<file path="src/pkg/cfi_regs.svh">
/*
  Register map constants for the CAN FIFO event enable/flag block.
  Assumes a plain word-addressed register port with byte addresses.
*/
`ifndef CFI_REGS_SVH
`define CFI_REGS_SVH

`define CFI_NUM_FIFO 16
`define CFI_ADDR_W 8
`define CFI_FIFO_BASE 8'h00
`define CFI_STAT_ADDR 8'h40
`define CFI_MASK_ADDR 8'h44

// enable fields
`define CFI_TXNF_EN_BIT 26
`define CFI_FIFO_DIRECTION_TRANSMIT_HI 26
`define CFI_FIFO_DIRECTION_TRANSMIT_LO 24
`define CFI_RXOV_EN_BIT 19
`define CFI_RXEN_HI 19
`define CFI_RXEN_LO 16
// flag fields
`define CFI_TXNF_FL_BIT 10
`define CFI_TXFL_HI 10
`define CFI_TXFL_LO 8
`define CFI_RXOV_FL_BIT 3
`define CFI_RXFL_HI 3
`define CFI_RXFL_LO 0

`define CFI_EN_RST 7'h00
`define CFI_STAT_RST 16'h0000

`endif

</file>
<file path="src/pkg/cfi_pkg.sv">
/*
  Types shared by the CAN FIFO event block.
  Assumes cfi_regs.svh supplies the bit positions.
*/
package cfi_pkg;
  // seven event bits: [6] tx not full, [5] tx half, [4] tx empty,
  // [3] rx overflow, [2] rx full, [1] rx half, [0] rx not empty
  typedef logic [6:0] cfi_ev_t;
  typedef logic [31:0] cfi_word_t;
endpackage

</file>
<file path="src/design/cfi_top.sv">
/*
  Event enable and status flag registers for sixteen CAN message FIFOs,
  with a sticky summary status, mask and one level interrupt.
  Assumes the FIFO occupancy logic supplies live full/half/empty levels,
  a direction level and a one-cycle overflow pulse per FIFO, all
  synchronous to core_clk_i.
*/
// Chosen here: the address map and the strobed register port.
`include "cfi_regs.svh"

module cfi_top
  import cfi_pkg::*;
#(
  parameter int NUM_FIFO = `CFI_NUM_FIFO
) (
  input wire logic core_clk_i,
  input wire logic resetn_i,
  input wire logic [`CFI_ADDR_W-1:0] reg_addr_i,
  input wire logic [31:0] reg_wdata_i,
  input wire logic reg_wr_i,
  input wire logic reg_rd_i,
  output logic [31:0] reg_rdata_o,
  input wire logic [NUM_FIFO-1:0] fifo_direction_transmit_i,
  input wire logic [NUM_FIFO-1:0] fifo_full_i,
  input wire logic [NUM_FIFO-1:0] fifo_half_i,
  input wire logic [NUM_FIFO-1:0] fifo_empty_i,
  input wire logic [NUM_FIFO-1:0] fifo_overflow_i,
  output logic [NUM_FIFO-1:0] fifo_irq_o,
  output logic irq_o
);

  localparam int IDX_W = (NUM_FIFO > 1) ? $clog2(NUM_FIFO) : 1;

  function automatic logic fifo_hit(input logic [`CFI_ADDR_W-1:0] addr);
    logic [`CFI_ADDR_W-1:0] off;
    off = addr - `CFI_FIFO_BASE;
    return (off[1:0] == 2'h0) && ({2'h0, off[`CFI_ADDR_W-1:2]} < `CFI_ADDR_W'(NUM_FIFO));
  endfunction

  function automatic logic [IDX_W-1:0] fifo_idx(input logic [`CFI_ADDR_W-1:0] addr);
    logic [`CFI_ADDR_W-1:0] off;
    off = addr - `CFI_FIFO_BASE;
    return off[2 +: IDX_W];
  endfunction

  // direction gated flags, overflow not gated
  // flags other than overflow are pure functions of the live fifo state; overflow comes latched from ovf_ff
  function automatic cfi_ev_t live_flags(input logic dir, input logic full,
                                         input logic half, input logic empty,
                                         input logic ovf);
    cfi_ev_t f;
    f[6] = dir & ~full;
    f[5] = dir & half;
    f[4] = dir & empty;
    f[3] = ovf;
    f[2] = ~dir & full;
    f[1] = ~dir & half;
    f[0] = ~dir & ~empty;
    return f;
  endfunction

  function automatic cfi_word_t pack_word(input cfi_ev_t en, input cfi_ev_t fl);
    cfi_word_t w;
    w = '0;
    w[`CFI_FIFO_DIRECTION_TRANSMIT_HI:`CFI_FIFO_DIRECTION_TRANSMIT_LO] = en[6:4];
    w[`CFI_RXEN_HI:`CFI_RXEN_LO] = en[3:0];
    w[`CFI_TXFL_HI:`CFI_TXFL_LO] = fl[6:4];
    w[`CFI_RXFL_HI:`CFI_RXFL_LO] = fl[3:0];
    return w;
  endfunction

  cfi_ev_t en_ff [NUM_FIFO];
  logic [NUM_FIFO-1:0] ovf_ff;
  cfi_ev_t flags [NUM_FIFO];
  logic [NUM_FIFO-1:0] req_now;
  logic [NUM_FIFO-1:0] stat_ff;
  logic [NUM_FIFO-1:0] nxt_stat;
  logic [NUM_FIFO-1:0] mask_ff;
  logic [NUM_FIFO-1:0] nxt_mask;
  logic [NUM_FIFO-1:0] fifo_irq_ff;
  logic irq_ff;
  logic [31:0] rdata_ff;
  logic [31:0] nxt_rdata;
  logic acc_hit;
  logic [IDX_W-1:0] acc_idx;
  logic wr_fifo;
  logic wr_stat;
  logic wr_mask;

  assign acc_hit = fifo_hit(reg_addr_i);
  assign acc_idx = fifo_idx(reg_addr_i);
  assign wr_fifo = reg_wr_i && acc_hit;
  assign wr_stat = reg_wr_i && (reg_addr_i == `CFI_STAT_ADDR);
  assign wr_mask = reg_wr_i && (reg_addr_i == `CFI_MASK_ADDR);

  always_comb begin
    for (int i = 0; i < NUM_FIFO; i++) begin
      flags[i] = live_flags(fifo_direction_transmit_i[i], fifo_full_i[i],
                            fifo_half_i[i], fifo_empty_i[i], ovf_ff[i]);
      req_now[i] = |(en_ff[i] & flags[i]);
    end
  end

  always_ff @(posedge core_clk_i) begin
    if (!resetn_i) begin
      for (int i = 0; i < NUM_FIFO; i++) begin
        en_ff[i] <= `CFI_EN_RST;
      end
    end else if (wr_fifo) begin
      en_ff[acc_idx] <= {reg_wdata_i[`CFI_FIFO_DIRECTION_TRANSMIT_HI:`CFI_FIFO_DIRECTION_TRANSMIT_LO],
                         reg_wdata_i[`CFI_RXEN_HI:`CFI_RXEN_LO]};
    end
  end

  // overflow is the one writable flag: software clears it by writing zero;
  // a new overflow in the same cycle wins so the event is not lost
  always_ff @(posedge core_clk_i) begin
    if (!resetn_i) begin
      ovf_ff <= '0;
    end else begin
      for (int i = 0; i < NUM_FIFO; i++) begin
        if (fifo_overflow_i[i]) begin
          ovf_ff[i] <= 1'b1;
        end else if (wr_fifo && (acc_idx == IDX_W'(i)) && !reg_wdata_i[`CFI_RXOV_FL_BIT]) begin
          ovf_ff[i] <= 1'b0;
        end
      end
    end
  end

  // sticky summary: set while a fifo requests, write one to clear, set wins
  always_comb begin
    nxt_stat = req_now | (stat_ff & ~(wr_stat ? reg_wdata_i[NUM_FIFO-1:0] : '0));
    nxt_mask = wr_mask ? reg_wdata_i[NUM_FIFO-1:0] : mask_ff;
  end

  always_ff @(posedge core_clk_i) begin
    if (!resetn_i) begin
      stat_ff <= NUM_FIFO'(`CFI_STAT_RST);
      mask_ff <= NUM_FIFO'(`CFI_STAT_RST);
      irq_ff <= 1'b0;
    end else begin
      stat_ff <= nxt_stat;
      mask_ff <= nxt_mask;
      // computed from next values so irq_o tracks stat/mask with no lag
      irq_ff <= |(nxt_stat & nxt_mask);
    end
  end

  always_ff @(posedge core_clk_i) begin
    if (!resetn_i) begin
      fifo_irq_ff <= '0;
    end else begin
      fifo_irq_ff <= req_now;
    end
  end

  // unmapped and reserved read as zero
  always_comb begin
    nxt_rdata = '0;
    if (reg_rd_i) begin
      if (acc_hit) begin
        nxt_rdata = pack_word(en_ff[acc_idx], flags[acc_idx]);
      end else if (reg_addr_i == `CFI_STAT_ADDR) begin
        nxt_rdata[NUM_FIFO-1:0] = stat_ff;
      end else if (reg_addr_i == `CFI_MASK_ADDR) begin
        nxt_rdata[NUM_FIFO-1:0] = mask_ff;
      end
    end
  end

  // data stands only in the cycle after the read strobe
  always_ff @(posedge core_clk_i) begin
    if (!resetn_i) begin
      rdata_ff <= '0;
    end else begin
      rdata_ff <= nxt_rdata;
    end
  end

  assign reg_rdata_o = rdata_ff;
  assign fifo_irq_o = fifo_irq_ff;
  assign irq_o = irq_ff;

  unmapped_read_a: assert property (
    @(posedge core_clk_i) disable iff (!resetn_i)
    reg_rd_i && !acc_hit && (reg_addr_i != `CFI_STAT_ADDR)
      && (reg_addr_i != `CFI_MASK_ADDR) |=> reg_rdata_o == 32'h0000_0000)
    else $error("unmapped read returned nonzero data");

  reserved_bits_a: assert property (
    @(posedge core_clk_i) disable iff (!resetn_i)
    reg_rd_i && acc_hit |=> (reg_rdata_o[31:27] == 5'h00) && (reg_rdata_o[23:20] == 4'h0)
      && (reg_rdata_o[15:11] == 5'h00) && (reg_rdata_o[7:4] == 4'h0))
    else $error("reserved bits of a fifo register read nonzero");

  txnf_enable_a: assert property (
    @(posedge core_clk_i) disable iff (!resetn_i)
    reg_wr_i && acc_hit ##1 reg_rd_i && (reg_addr_i == $past(reg_addr_i))
      |=> reg_rdata_o[`CFI_TXNF_EN_BIT] == $past(reg_wdata_i[`CFI_TXNF_EN_BIT], 2))
    else $error("tx not-full enable did not read back as written");

  tx_enables_a: assert property (
    @(posedge core_clk_i) disable iff (!resetn_i)
    reg_wr_i && acc_hit ##1 reg_rd_i && (reg_addr_i == $past(reg_addr_i))
      |=> reg_rdata_o[25:24] == $past(reg_wdata_i[25:24], 2))
    else $error("tx half/empty enables did not read back as written");

  rxov_enable_a: assert property (
    @(posedge core_clk_i) disable iff (!resetn_i)
    reg_wr_i && acc_hit ##1 reg_rd_i && (reg_addr_i == $past(reg_addr_i))
      |=> reg_rdata_o[`CFI_RXOV_EN_BIT] == $past(reg_wdata_i[`CFI_RXOV_EN_BIT], 2))
    else $error("rx overflow enable did not read back as written");

  rx_enables_a: assert property (
    @(posedge core_clk_i) disable iff (!resetn_i)
    reg_wr_i && acc_hit ##1 reg_rd_i && (reg_addr_i == $past(reg_addr_i))
      |=> reg_rdata_o[18:16] == $past(reg_wdata_i[18:16], 2))
    else $error("rx full/half/not-empty enables did not read back");

  txnf_flag_a: assert property (
    @(posedge core_clk_i) disable iff (!resetn_i)
    reg_rd_i && acc_hit && fifo_direction_transmit_i[acc_idx]
      |=> reg_rdata_o[`CFI_TXNF_FL_BIT] == !$past(fifo_full_i[acc_idx]))
    else $error("tx not-full flag does not match fifo space");

  rx_txnf_zero_a: assert property (
    @(posedge core_clk_i) disable iff (!resetn_i)
    reg_rd_i && acc_hit && !fifo_direction_transmit_i[acc_idx]
      |=> !reg_rdata_o[`CFI_TXNF_FL_BIT])
    else $error("tx not-full flag set in receive mode");

  flag_live_a: assert property (
    @(posedge core_clk_i) disable iff (!resetn_i)
    reg_wr_i && acc_hit && reg_wdata_i[`CFI_TXNF_FL_BIT]
      ##1 reg_rd_i && (reg_addr_i == $past(reg_addr_i))
      && fifo_direction_transmit_i[acc_idx] && fifo_full_i[acc_idx]
      |=> !reg_rdata_o[`CFI_TXNF_FL_BIT])
    else $error("write to read-only flag was latched");

  fifo_req_a: assert property (
    @(posedge core_clk_i) disable iff (!resetn_i)
    en_ff[0][6] && fifo_direction_transmit_i[0] && !fifo_full_i[0] |=> fifo_irq_o[0])
    else $error("enabled tx not-full event gave no request");

  no_req_a: assert property (
    @(posedge core_clk_i) disable iff (!resetn_i)
    (en_ff[0] == 7'h00) |=> !fifo_irq_o[0])
    else $error("fifo request raised with all enables clear");

  irq_level_a: assert property (
    @(posedge core_clk_i) disable iff (!resetn_i)
    ##1 irq_o == |(stat_ff & mask_ff))
    else $error("interrupt output disagrees with masked status");

  stat_sticky_a: assert property (
    @(posedge core_clk_i) disable iff (!resetn_i)
    stat_ff[0] && !(wr_stat && reg_wdata_i[0]) |=> stat_ff[0])
    else $error("status bit dropped without a clearing write");

  stat_clear_a: assert property (
    @(posedge core_clk_i) disable iff (!resetn_i)
    wr_stat && reg_wdata_i[0] && !req_now[0] |=> !stat_ff[0])
    else $error("status bit survived a clearing write with no request");

  rdata_idle_a: assert property (
    @(posedge core_clk_i) disable iff (!resetn_i)
    !reg_rd_i |=> reg_rdata_o == 32'h0000_0000)
    else $error("read data nonzero without a read strobe");

  ovf_set_a: assert property (
    @(posedge core_clk_i) disable iff (!resetn_i)
    (fifo_overflow_i != '0) |=> (ovf_ff & $past(fifo_overflow_i)) == $past(fifo_overflow_i))
    else $error("overflow event did not set its flag");

  ovf_clear_a: assert property (
    @(posedge core_clk_i) disable iff (!resetn_i)
    wr_fifo && (acc_idx == '0) && !reg_wdata_i[`CFI_RXOV_FL_BIT] && !fifo_overflow_i[0]
      |=> !ovf_ff[0])
    else $error("overflow flag not cleared by a zero write");

  rx_in_tx_a: assert property (
    @(posedge core_clk_i) disable iff (!resetn_i)
    reg_rd_i && acc_hit && fifo_direction_transmit_i[acc_idx]
      |=> reg_rdata_o[`CFI_RXFL_HI-1:`CFI_RXFL_LO] == 3'h0)
    else $error("receive level flags set in transmit mode");

  reset_clear_a: assert property (
    @(posedge core_clk_i) disable iff (!resetn_i)
    $rose(resetn_i) |-> (en_ff[0] == `CFI_EN_RST) && !irq_o && (reg_rdata_o == 32'h0))
    else $error("state not cleared after reset release");

endmodule // cfi_top

</file>
<file path="config.mk">
export PLATFORM = sky130hd
export DESIGN_NAME = cfi_top
export DESIGN_NICKNAME = d
export VERILOG_FILES = /design/src/pkg/cfi_pkg.sv /design/src/design/cfi_top.sv
export VERILOG_INCLUDE_DIRS = /design/src /design/src/pkg
export SDC_FILE = /design/constraint.sdc
export NUM_CORES = 1
export LEC_CHECK = 0
export ABC_AREA = 1
export ABC_CLOCK_PERIOD_IN_PS = 2000
export BUFFER_PORTS_ARGS = -buffer_cell sky130_fd_sc_hd__buf_4
export CORE_MARGIN = 10
export CORE_UTILIZATION = 45
export CTS_CLUSTER_DIAMETER = 50
export CTS_CLUSTER_SIZE = 12
export DETAILED_ROUTE_END_ITERATION = 7
export PLACE_DENSITY = 0.69
export SLEW_MARGIN = 20
export SYNTH_ARGS = -nofsm -noshare
export SYNTH_HDL_FRONTEND = slang
export SYNTH_SLANG_ARGS = --single-unit
</file>
<file path="constraint.sdc">
create_clock -name core_clk_i -period 2 [get_ports core_clk_i]
set_clock_uncertainty 0.05 [all_clocks]
set_input_delay 0.4 -clock core_clk_i [delete_from_list [all_inputs] [get_ports core_clk_i]]
set_output_delay 0.4 -clock core_clk_i [all_outputs]
set_load 0.005 [all_outputs]
</file>
==> results of run 1 <==
==> power groups by stage <==
stage | clock, mW | sequential [mW] | combinational (mW)
after detailed placement | 0 | 4.76 | 1.36
after global routing | 3.58 | 4.69 | 1.51
after global placement | 0 | 4.76 | 1.35
final | 3.42 | 4.67 | 1.40
after floorplan | 0 | 4.71 | 0.621
after CTS | 3.41 | 4.67 | 1.37
==> registers in the layout (all words and copies together) (netlist names) <==
register     cells
irq_o            1
mask_ff         16
fifo_irq_o      16
ovf_ff          16
en_ff          112
stat_ff         16
reg_rdata_o     23
==> kinds of logic (layout without fill, tap and decap cells) <==
group,Yosys count,after routing,synth area share (%)
buf+inv,161,401,6.74
simple gates,690,690,29.1
other cells,1,9,0.0371
compound gates,215,215,13.4
flops,200,200,50.8
==> cell usage after synthesis (all sizes together), types with 4 or more instances <==
library cell | n | area (um^2)
a21oi | 86 | 430
a22o | 5 | 43.8
a22oi | 65 | 488
a31oi | 4 | 25.0
buf | 36 | 211
clkbuf | 30 | 113
dfxtp | 88 | 1760
edfxtp | 112 | 3360
inv | 92 | 345
nand2 | 269 | 1020
nand3 | 138 | 696
nand4 | 24 | 150
nor2 | 226 | 883
nor3 | 24 | 125
o21ai | 22 | 110
o31ai | 19 | 143
or2 | 7 | 43.8
==> area by class of cell <==
cell class,instances,share of cell area (%)
flip-flops and latches,200,39.8
multi-input cells,914,33.8
repair buffers,274,16.5
clock buffers,18,3.34
inverters,95,2.77
well taps,280,2.72
clock inverters,14,1.10
==> worst reg2reg max path, cell delays in order (launching register included) <==
cell,delay (ps)
edfxtp_1,410
nand3_1,100
nand4_1,90
nor2_1,350
nand2_1,100
nand2_1,70
nand2_1,50
nor2_1,90
nand2_1,60
nor2_1,100
nor2_1,40
==> through the flow <==
| stage | power (mW) | setup WS (ps) | setup TNS (ps) | instance area [um^2] |
|---|---|---|---|---|
| 2_1_floorplan | 5.33 | -25.0 | -1470 | 10100 |
| 3_3_place_gp | 6.11 | -93.6 | -301 | 12300 |
| 3_5_place_dp | 6.12 | -140 | -1480 | 12300 |
| 4_1_cts | 9.44 | 311 | 0 | 12900 |
| 5_1_grt | 9.78 | 125 | 0 | 12900 |
| 6_report | 9.49 | 289 | 0 | 12900 |
==> layer usage <==
layer | track usage [%] | vias up | wire length [um] | part of all wire, %
met5 | 0 | - | 0 | 0
met4 | 8.36 | 0 | 1230 | 3.3
met3 | 6.75 | 81 | 4230 | 11
met2 | 39.8 | 651 | 16700 | 45
met1 | 34.0 | 4719 | 15300 | 41
li1 | - | 4794 | - | -
==> worst paths after layout <==
path              depth (start not counted)             end  slack [ps]
setup reg to reg                         10           irq_o         350
hold / removal                            3       ovf_ff[8]         170
setup / recovery                         13           irq_o         290
hold reg to reg                           2  reg_rdata_o[6]         410
==> results by group, run 1 <==
Global route
  – Pin count of the biggest net entering global routing: 66
  – Grt ovf: 0
  – First-pass GRT wire length: 56,400 um
  – Total GRT Usage: 25.6%
  – Initial antenna violation count: 0
  – Vias in the first global route: 9,859

Clocking
  – CTS tree: built
  – Clock Latency Late Sink: 440 ps
  – Htree depth: 4
  – Clk slew on worst S/H paths: 80 ps
  – Cts hold-fix bufs: 0
  – Number of buffers created by CTS: 17
  – Clk buf depth: 2
  – Number of post-CTS setup repair buffers: 0
  – Clock sink count: 200
  – Resize count post-CTS: 0
  – Root Buffer Master: clkbuf_16

Worst hold path
  – Min-Delay Path Class: in -> reg
  – Worst Hold Launch: fifo_overflow_i[8]

Setup path
  – Worst-path cell chain: buf_4 > nor2_2 > nand2_1 > nor2_4 > nand2_4 > nand2_1 > o21ai_0 > nand2_1 > nand2_1 > nor2_1 > nand2_1 > nor2_1 > nor2_1
  – CP Max Fanout: 26
  – Buf+Inv Stages, Crit Path: 1
  – Critical path's top delay family: simple AND/OR/NAND/NOR gates
  – Critical Path End Type: flip-flop
  – CP startpoint: reg_addr_i[5]
  – Crit Path Class: in -> reg
  – Critical Path AT: 1960 ps
  – Slowest stage cell, crit path: nor2_2
  – Worst EP required: 2250 ps
  – CP Launch Type: input pin
  – Worst flop-to-flop path startpoint: en_ff[8][4]
  – Cell mode on critical path: nand2_1
  – Crit-path max cell delay: 250 ps

Detailed routing
  – Final WL: 37,500 um
  – Number of remaining DRC errors: 0
  – Via count: 10,200
  – Pre-antenna DRT Iters: 7
  – DRT antenna net count: 0
  – Via density: 5.71
  – Iteration-0 DRC Markers: 1,282
  – Routed WL per cell: 20.9 um

STA
  – Final setup viols: 0
  – Fmax: 0.585 GHz
  – Final min period: 1710 ps
  – Period utilisation layout: 85.5%
  – RSZ-0062 raised after global routing: no
  – Worst slew margin: 51.2%
  – Hold WS: 169 ps
  – Final slew viol count: 0
  – Slew @ Worst Pin: 732 ps
  – Final Hold Vio Count: 0

Layout
  – Area of the multi-input gates: 4350 um^2
  – Register area: 5120 um^2
  – # diodes: 0
  – Fin cells: 1,795
  – Share of cells above drive strength 1: 21.7%
  – Layout overhead on the synthesized area: 27.5%
  – Utilization after layout: 58.6%
  – Final #Nets: 1,626
  – Commonest non-fill, non-tap cell in the layout: buf_4
  – Most frequent cells in the layout: buf_4, nand2_1, nor2_1
  – Filler cells: 2,018

Placement
  – Routability cong.: 0.986
  – IO buf count: 154
  – Detailed placement HPWL: 29,100 um
  – Post-placement cell count: 1,763

Synthesis
  – Syn Area/Cell: 7.97 um^2
  – EDFF count, synth: 112
  – Mapped cell area: 10,100 um^2
  – Ys async rst share: 0%
  – Number of synthesized register bits: 200
  – Main synth FF type: edfxtp_1
  – Post-synthesis cell count: 1,267
  – Netlist cell types: 40
  – Register area share after synthesis: 50.8%
  – YS warnings: 0

Floorplanning
  – Core Area: 22,000 um^2
  – Die Area: 28,800 um^2
  – Site row count: 54
  – Die Width: 170 um
  – Initial core utilization: 46.0%
  – Die Ht: 170 um
  – I/O pin total: 173

Power and ir drop
  – Pint: 6.86 mW
  – Pwr per Cell Area: 737 nW/um^2
  – Sequential power share: 49.2%
  – Psw: 2.63 mW
  – Comb pwr share: 14.7%
  – Max IR drop VDD: 548 uV
  – Pleak: 5.53 nW
  – Sw Share: 27.7%
  – Clock Power Share: 36.0%

Outcome
  – Outcome: finished clean

Run
  – Max_cap viols: 0
Power figures use the tool's default switching activity.
==> run 2, diff against run 1 <==
==> constraint.sdc (replaced) <==
create_clock -name core_clk_i -period 2 [get_ports core_clk_i]
set_clock_uncertainty 0.05 [all_clocks]
set_input_delay 0.5 -clock core_clk_i [delete_from_list [all_inputs] [get_ports core_clk_i]]
set_output_delay 0.5 -clock core_clk_i [all_outputs]
set_load 0.005 [all_outputs]
==> run 2 against run 1 <==
Design area is 1.9% higher. Register-to-register slack lost 20 ps. Flip-flop and latch count unchanged. Die area unchanged. Via count is 0.50% higher. Worst hold slack improved by 100 ps. Routed wire length shrank 0.84%. Clock-buffer cell count stayed put. Non-clock buffer count up 22. Sequential power is essentially flat. Clock power about the same.
==> results by group, run 2 (synthesis gave the netlist of run 1 again) <==
Outcome
  – Outcome: finished clean (unchanged)

Setup path
  – Crit-path max cell delay: 310 ps (was 250 ps)
  – Slowest stage cell, crit path: a21oi_1 (was nor2_2)
  – Critical Path AT: 2140 ps (was 1960 ps)
  – Reg2reg end: reg_rdata_o[17] (was irq_o)
  – Worst-path cell chain: buf_4 > buf_4 > nor2_1 > buf_12 > clkinv_1 > a21oi_1 > or2_2 > nor3_1 > nor3_1 (was buf_4 > nor2_2 > nand2_1 > nor2_4 > nand2_4 > nand2_1 > o21ai_0 > nand2_1 > nand2_1 > nor2_1 > nand2_1 > nor2_1 > nor2_1)
  – Worst EP required: 2280 ps (was 2250 ps)
  – CP Launch Type: input pin (unchanged)
  – CP Max Fanout: 9 (was 26)
  – FF-to-FF path depth: 5 (was 10)
  – Critical Path End Type: flip-flop (unchanged)
  – Worst flop-to-flop path startpoint: en_ff[4][1] (was en_ff[8][4])
  – Crit Path Class: in -> reg (unchanged)
  – R2r setup slk: 330 ps (was 350 ps)

Clocking
  – Clk buf depth: 2 (unchanged)
  – Clock Latency Late Sink: 450 ps (was 440 ps)
  – Number of buffers created by CTS: 17 (unchanged)
  – Htree depth: 4 (unchanged)
  – CTS tree: built (unchanged)
  – Cts hold-fix bufs: 0 (unchanged)
  – Clock sink count: 200 (unchanged)
  – Number of post-CTS setup repair buffers: 0 (unchanged)
  – Root Buffer Master: clkbuf_16 (unchanged)
  – Resize count post-CTS: 0 (unchanged)
  – Clk slew on worst S/H paths: 80 ps (about the same)

STA
  – Final setup TNS: 0 ps (unchanged)
  – RSZ-0062 raised after global routing: no (unchanged)
  – Slew @ Worst Pin: 730 ps (was 732 ps)
  – Worst slew margin: 51.4% (was 51.2%)
  – Final setup viols: 0 (unchanged)
  – Final Hold Vio Count: 0 (unchanged)
  – Final slew viol count: 0 (unchanged)
  – Final min period: 1860 ps (was 1710 ps)
  – Fmax: 0.538 GHz (was 0.585 GHz)
  – Hold WS: 269 ps (was 169 ps)
  – Period utilisation layout: 92.9% (was 85.5%)

Floorplanning
  – Core Area: 22,000 um^2 (unchanged)
  – Die Ht: 170 um (unchanged)
  – Die Area: 28,800 um^2 (unchanged)
  – Site row count: 54 (unchanged)
  – I/O pin total: 173 (unchanged)
  – Initial core utilization: 46.0% (unchanged)
  – Die Width: 170 um (unchanged)

Layout
  – Utilization after layout: 59.7% (was 58.6%)
  – Finished Cell Area: 13,100 um^2 (was 12,900 um^2)
  – Most frequent cells in the layout: buf_4, nand2_1, nor2_1 (unchanged)
  – Max reg flops: 112 (unchanged)
  – Filler cells: 2,028 (was 2,018)
  – Fin cells: 1,817 (was 1,795)
  – Final #Nets: 1,648 (was 1,626)
  – Top reg by flops: en_ff (unchanged)
  – Share of cells above drive strength 1: 23.4% (was 21.7%)
  – Commonest non-fill, non-tap cell in the layout: buf_4 (unchanged)
  – Layout overhead on the synthesized area: 29.9% (was 27.5%)
  – # diodes: 0 (unchanged)

Placement
  – Detailed placement HPWL: 28,700 um (was 29,100 um)
  – DP Area: 12,500 um^2 (was 12,300 um^2)
  – Routability cong.: 1.02 (was 0.986)
  – Post-placement cell count: 1,785 (was 1,763)
  – IO buf count: 154 (unchanged)

Power and ir drop
  – Pleak: 5.64 nW (was 5.53 nW)
  – Pwr per Cell Area: 725 nW/um^2 (was 737 nW/um^2)
  – Psw: 2.62 mW (was 2.63 mW)
  – Clock Power Share: 35.7% (was 36.0%)
  – Sw Share: 27.5% (was 27.7%)
  – Pint: 6.89 mW (was 6.86 mW)
  – Comb pwr share: 15.2% (was 14.7%)
  – Sequential power share: 49.1% (was 49.2%)
  – Max IR drop VDD: 565 uV (was 548 uV)

Detailed routing
  – Pre-antenna DRT Iters: 6 (was 7)
  – DRT antenna net count: 0 (unchanged)
  – Via count: 10,300 (was 10,200)
  – Via density: 5.67 (was 5.71)
  – Iteration-0 DRC Markers: 1,384 (was 1,282)
  – Final WL: 37,100 um (was 37,500 um)
  – Routed WL per cell: 20.4 um (was 20.9 um)
  – Number of remaining DRC errors: 0 (unchanged)

Global route
  – Vias in the first global route: 9,931 (was 9,859)
  – Total GRT Usage: 25.5% (was 25.6%)
  – Initial antenna violation count: 0 (unchanged)
  – Pin count of the biggest net entering global routing: 66 (unchanged)
  – Grt ovf: 0 (unchanged)
  – First-pass GRT wire length: 56,400 um (about the same)

Worst hold path
  – Hold path depth: 3 (unchanged)
  – WHS Endpoint: ovf_ff[8] (unchanged)
  – Min-Delay Path Class: in -> reg (unchanged)
  – Worst Hold Launch: fifo_overflow_i[8] (unchanged)

Run
  – Max_cap viols: 0 (unchanged)
[run 2: power by group through the flow]
stage / clock network, mW / logic (mW) / registers (mW)
2_1_floorplan: 0 / 0.625 / 4.71
3_5_place_dp: 0 / 1.41 / 4.76
6_report: 3.40 / 1.45 / 4.67
5_1_grt: 3.58 / 1.55 / 4.69
3_3_place_gp: 0 / 1.40 / 4.75
4_1_cts: 3.42 / 1.41 / 4.66
[run 2: metal layers]
layer / routed length (um) / global-route usage [%]
met5: 0 / 0
met3: 4070 / 5.91
met2: 16700 / 40.1
met1: 15300 / 33.8
met4: 1050 / 9.08
[run 2: layout make-up]
class | count | area, um^2 | area share, %
clock buffer | 18 | 429 | 3.27
clock inverter | 14 | 139 | 1.06
inverter | 95 | 357 | 2.72
multi-input combinational | 914 | 4380 | 33.4
sequential | 200 | 5120 | 39.1
tap | 280 | 350 | 2.67
timing repair buffer | 296 | 2330 | 17.8
[run 2: critical path, delay by kind of cell]
kind                   cells  cell delay (ps)
buffers and inverters      4              620
AOI/OAI and AO/OA          1              310
and+or+nand+nor            4              720
[run 2: stage by stage]
stage               power (mW)  setup WS, ps
floorplan                 5.33         -19.0
global placement          6.15          -253
detailed placement        6.16          -291
CTS                       9.50           166
global route              9.82          55.0
finish                    9.51           142
[run 2: worst max-delay path by stage]
stage	from	to	slack (ps)	cells past startpoint
3_3_place_gp	reg_addr_i[5]	irq_o	-250	13
3_5_place_dp	reg_addr_i[5]	irq_o	-290	13
6_report	reg_addr_i[5]	reg_rdata_o[16]	140	9
4_1_cts	reg_addr_i[5]	irq_o	170	14
2_1_floorplan	reg_addr_i[0]	en_ff[11][0]	-20	8
5_1_grt	reg_addr_i[5]	reg_rdata_o[16]	50	9
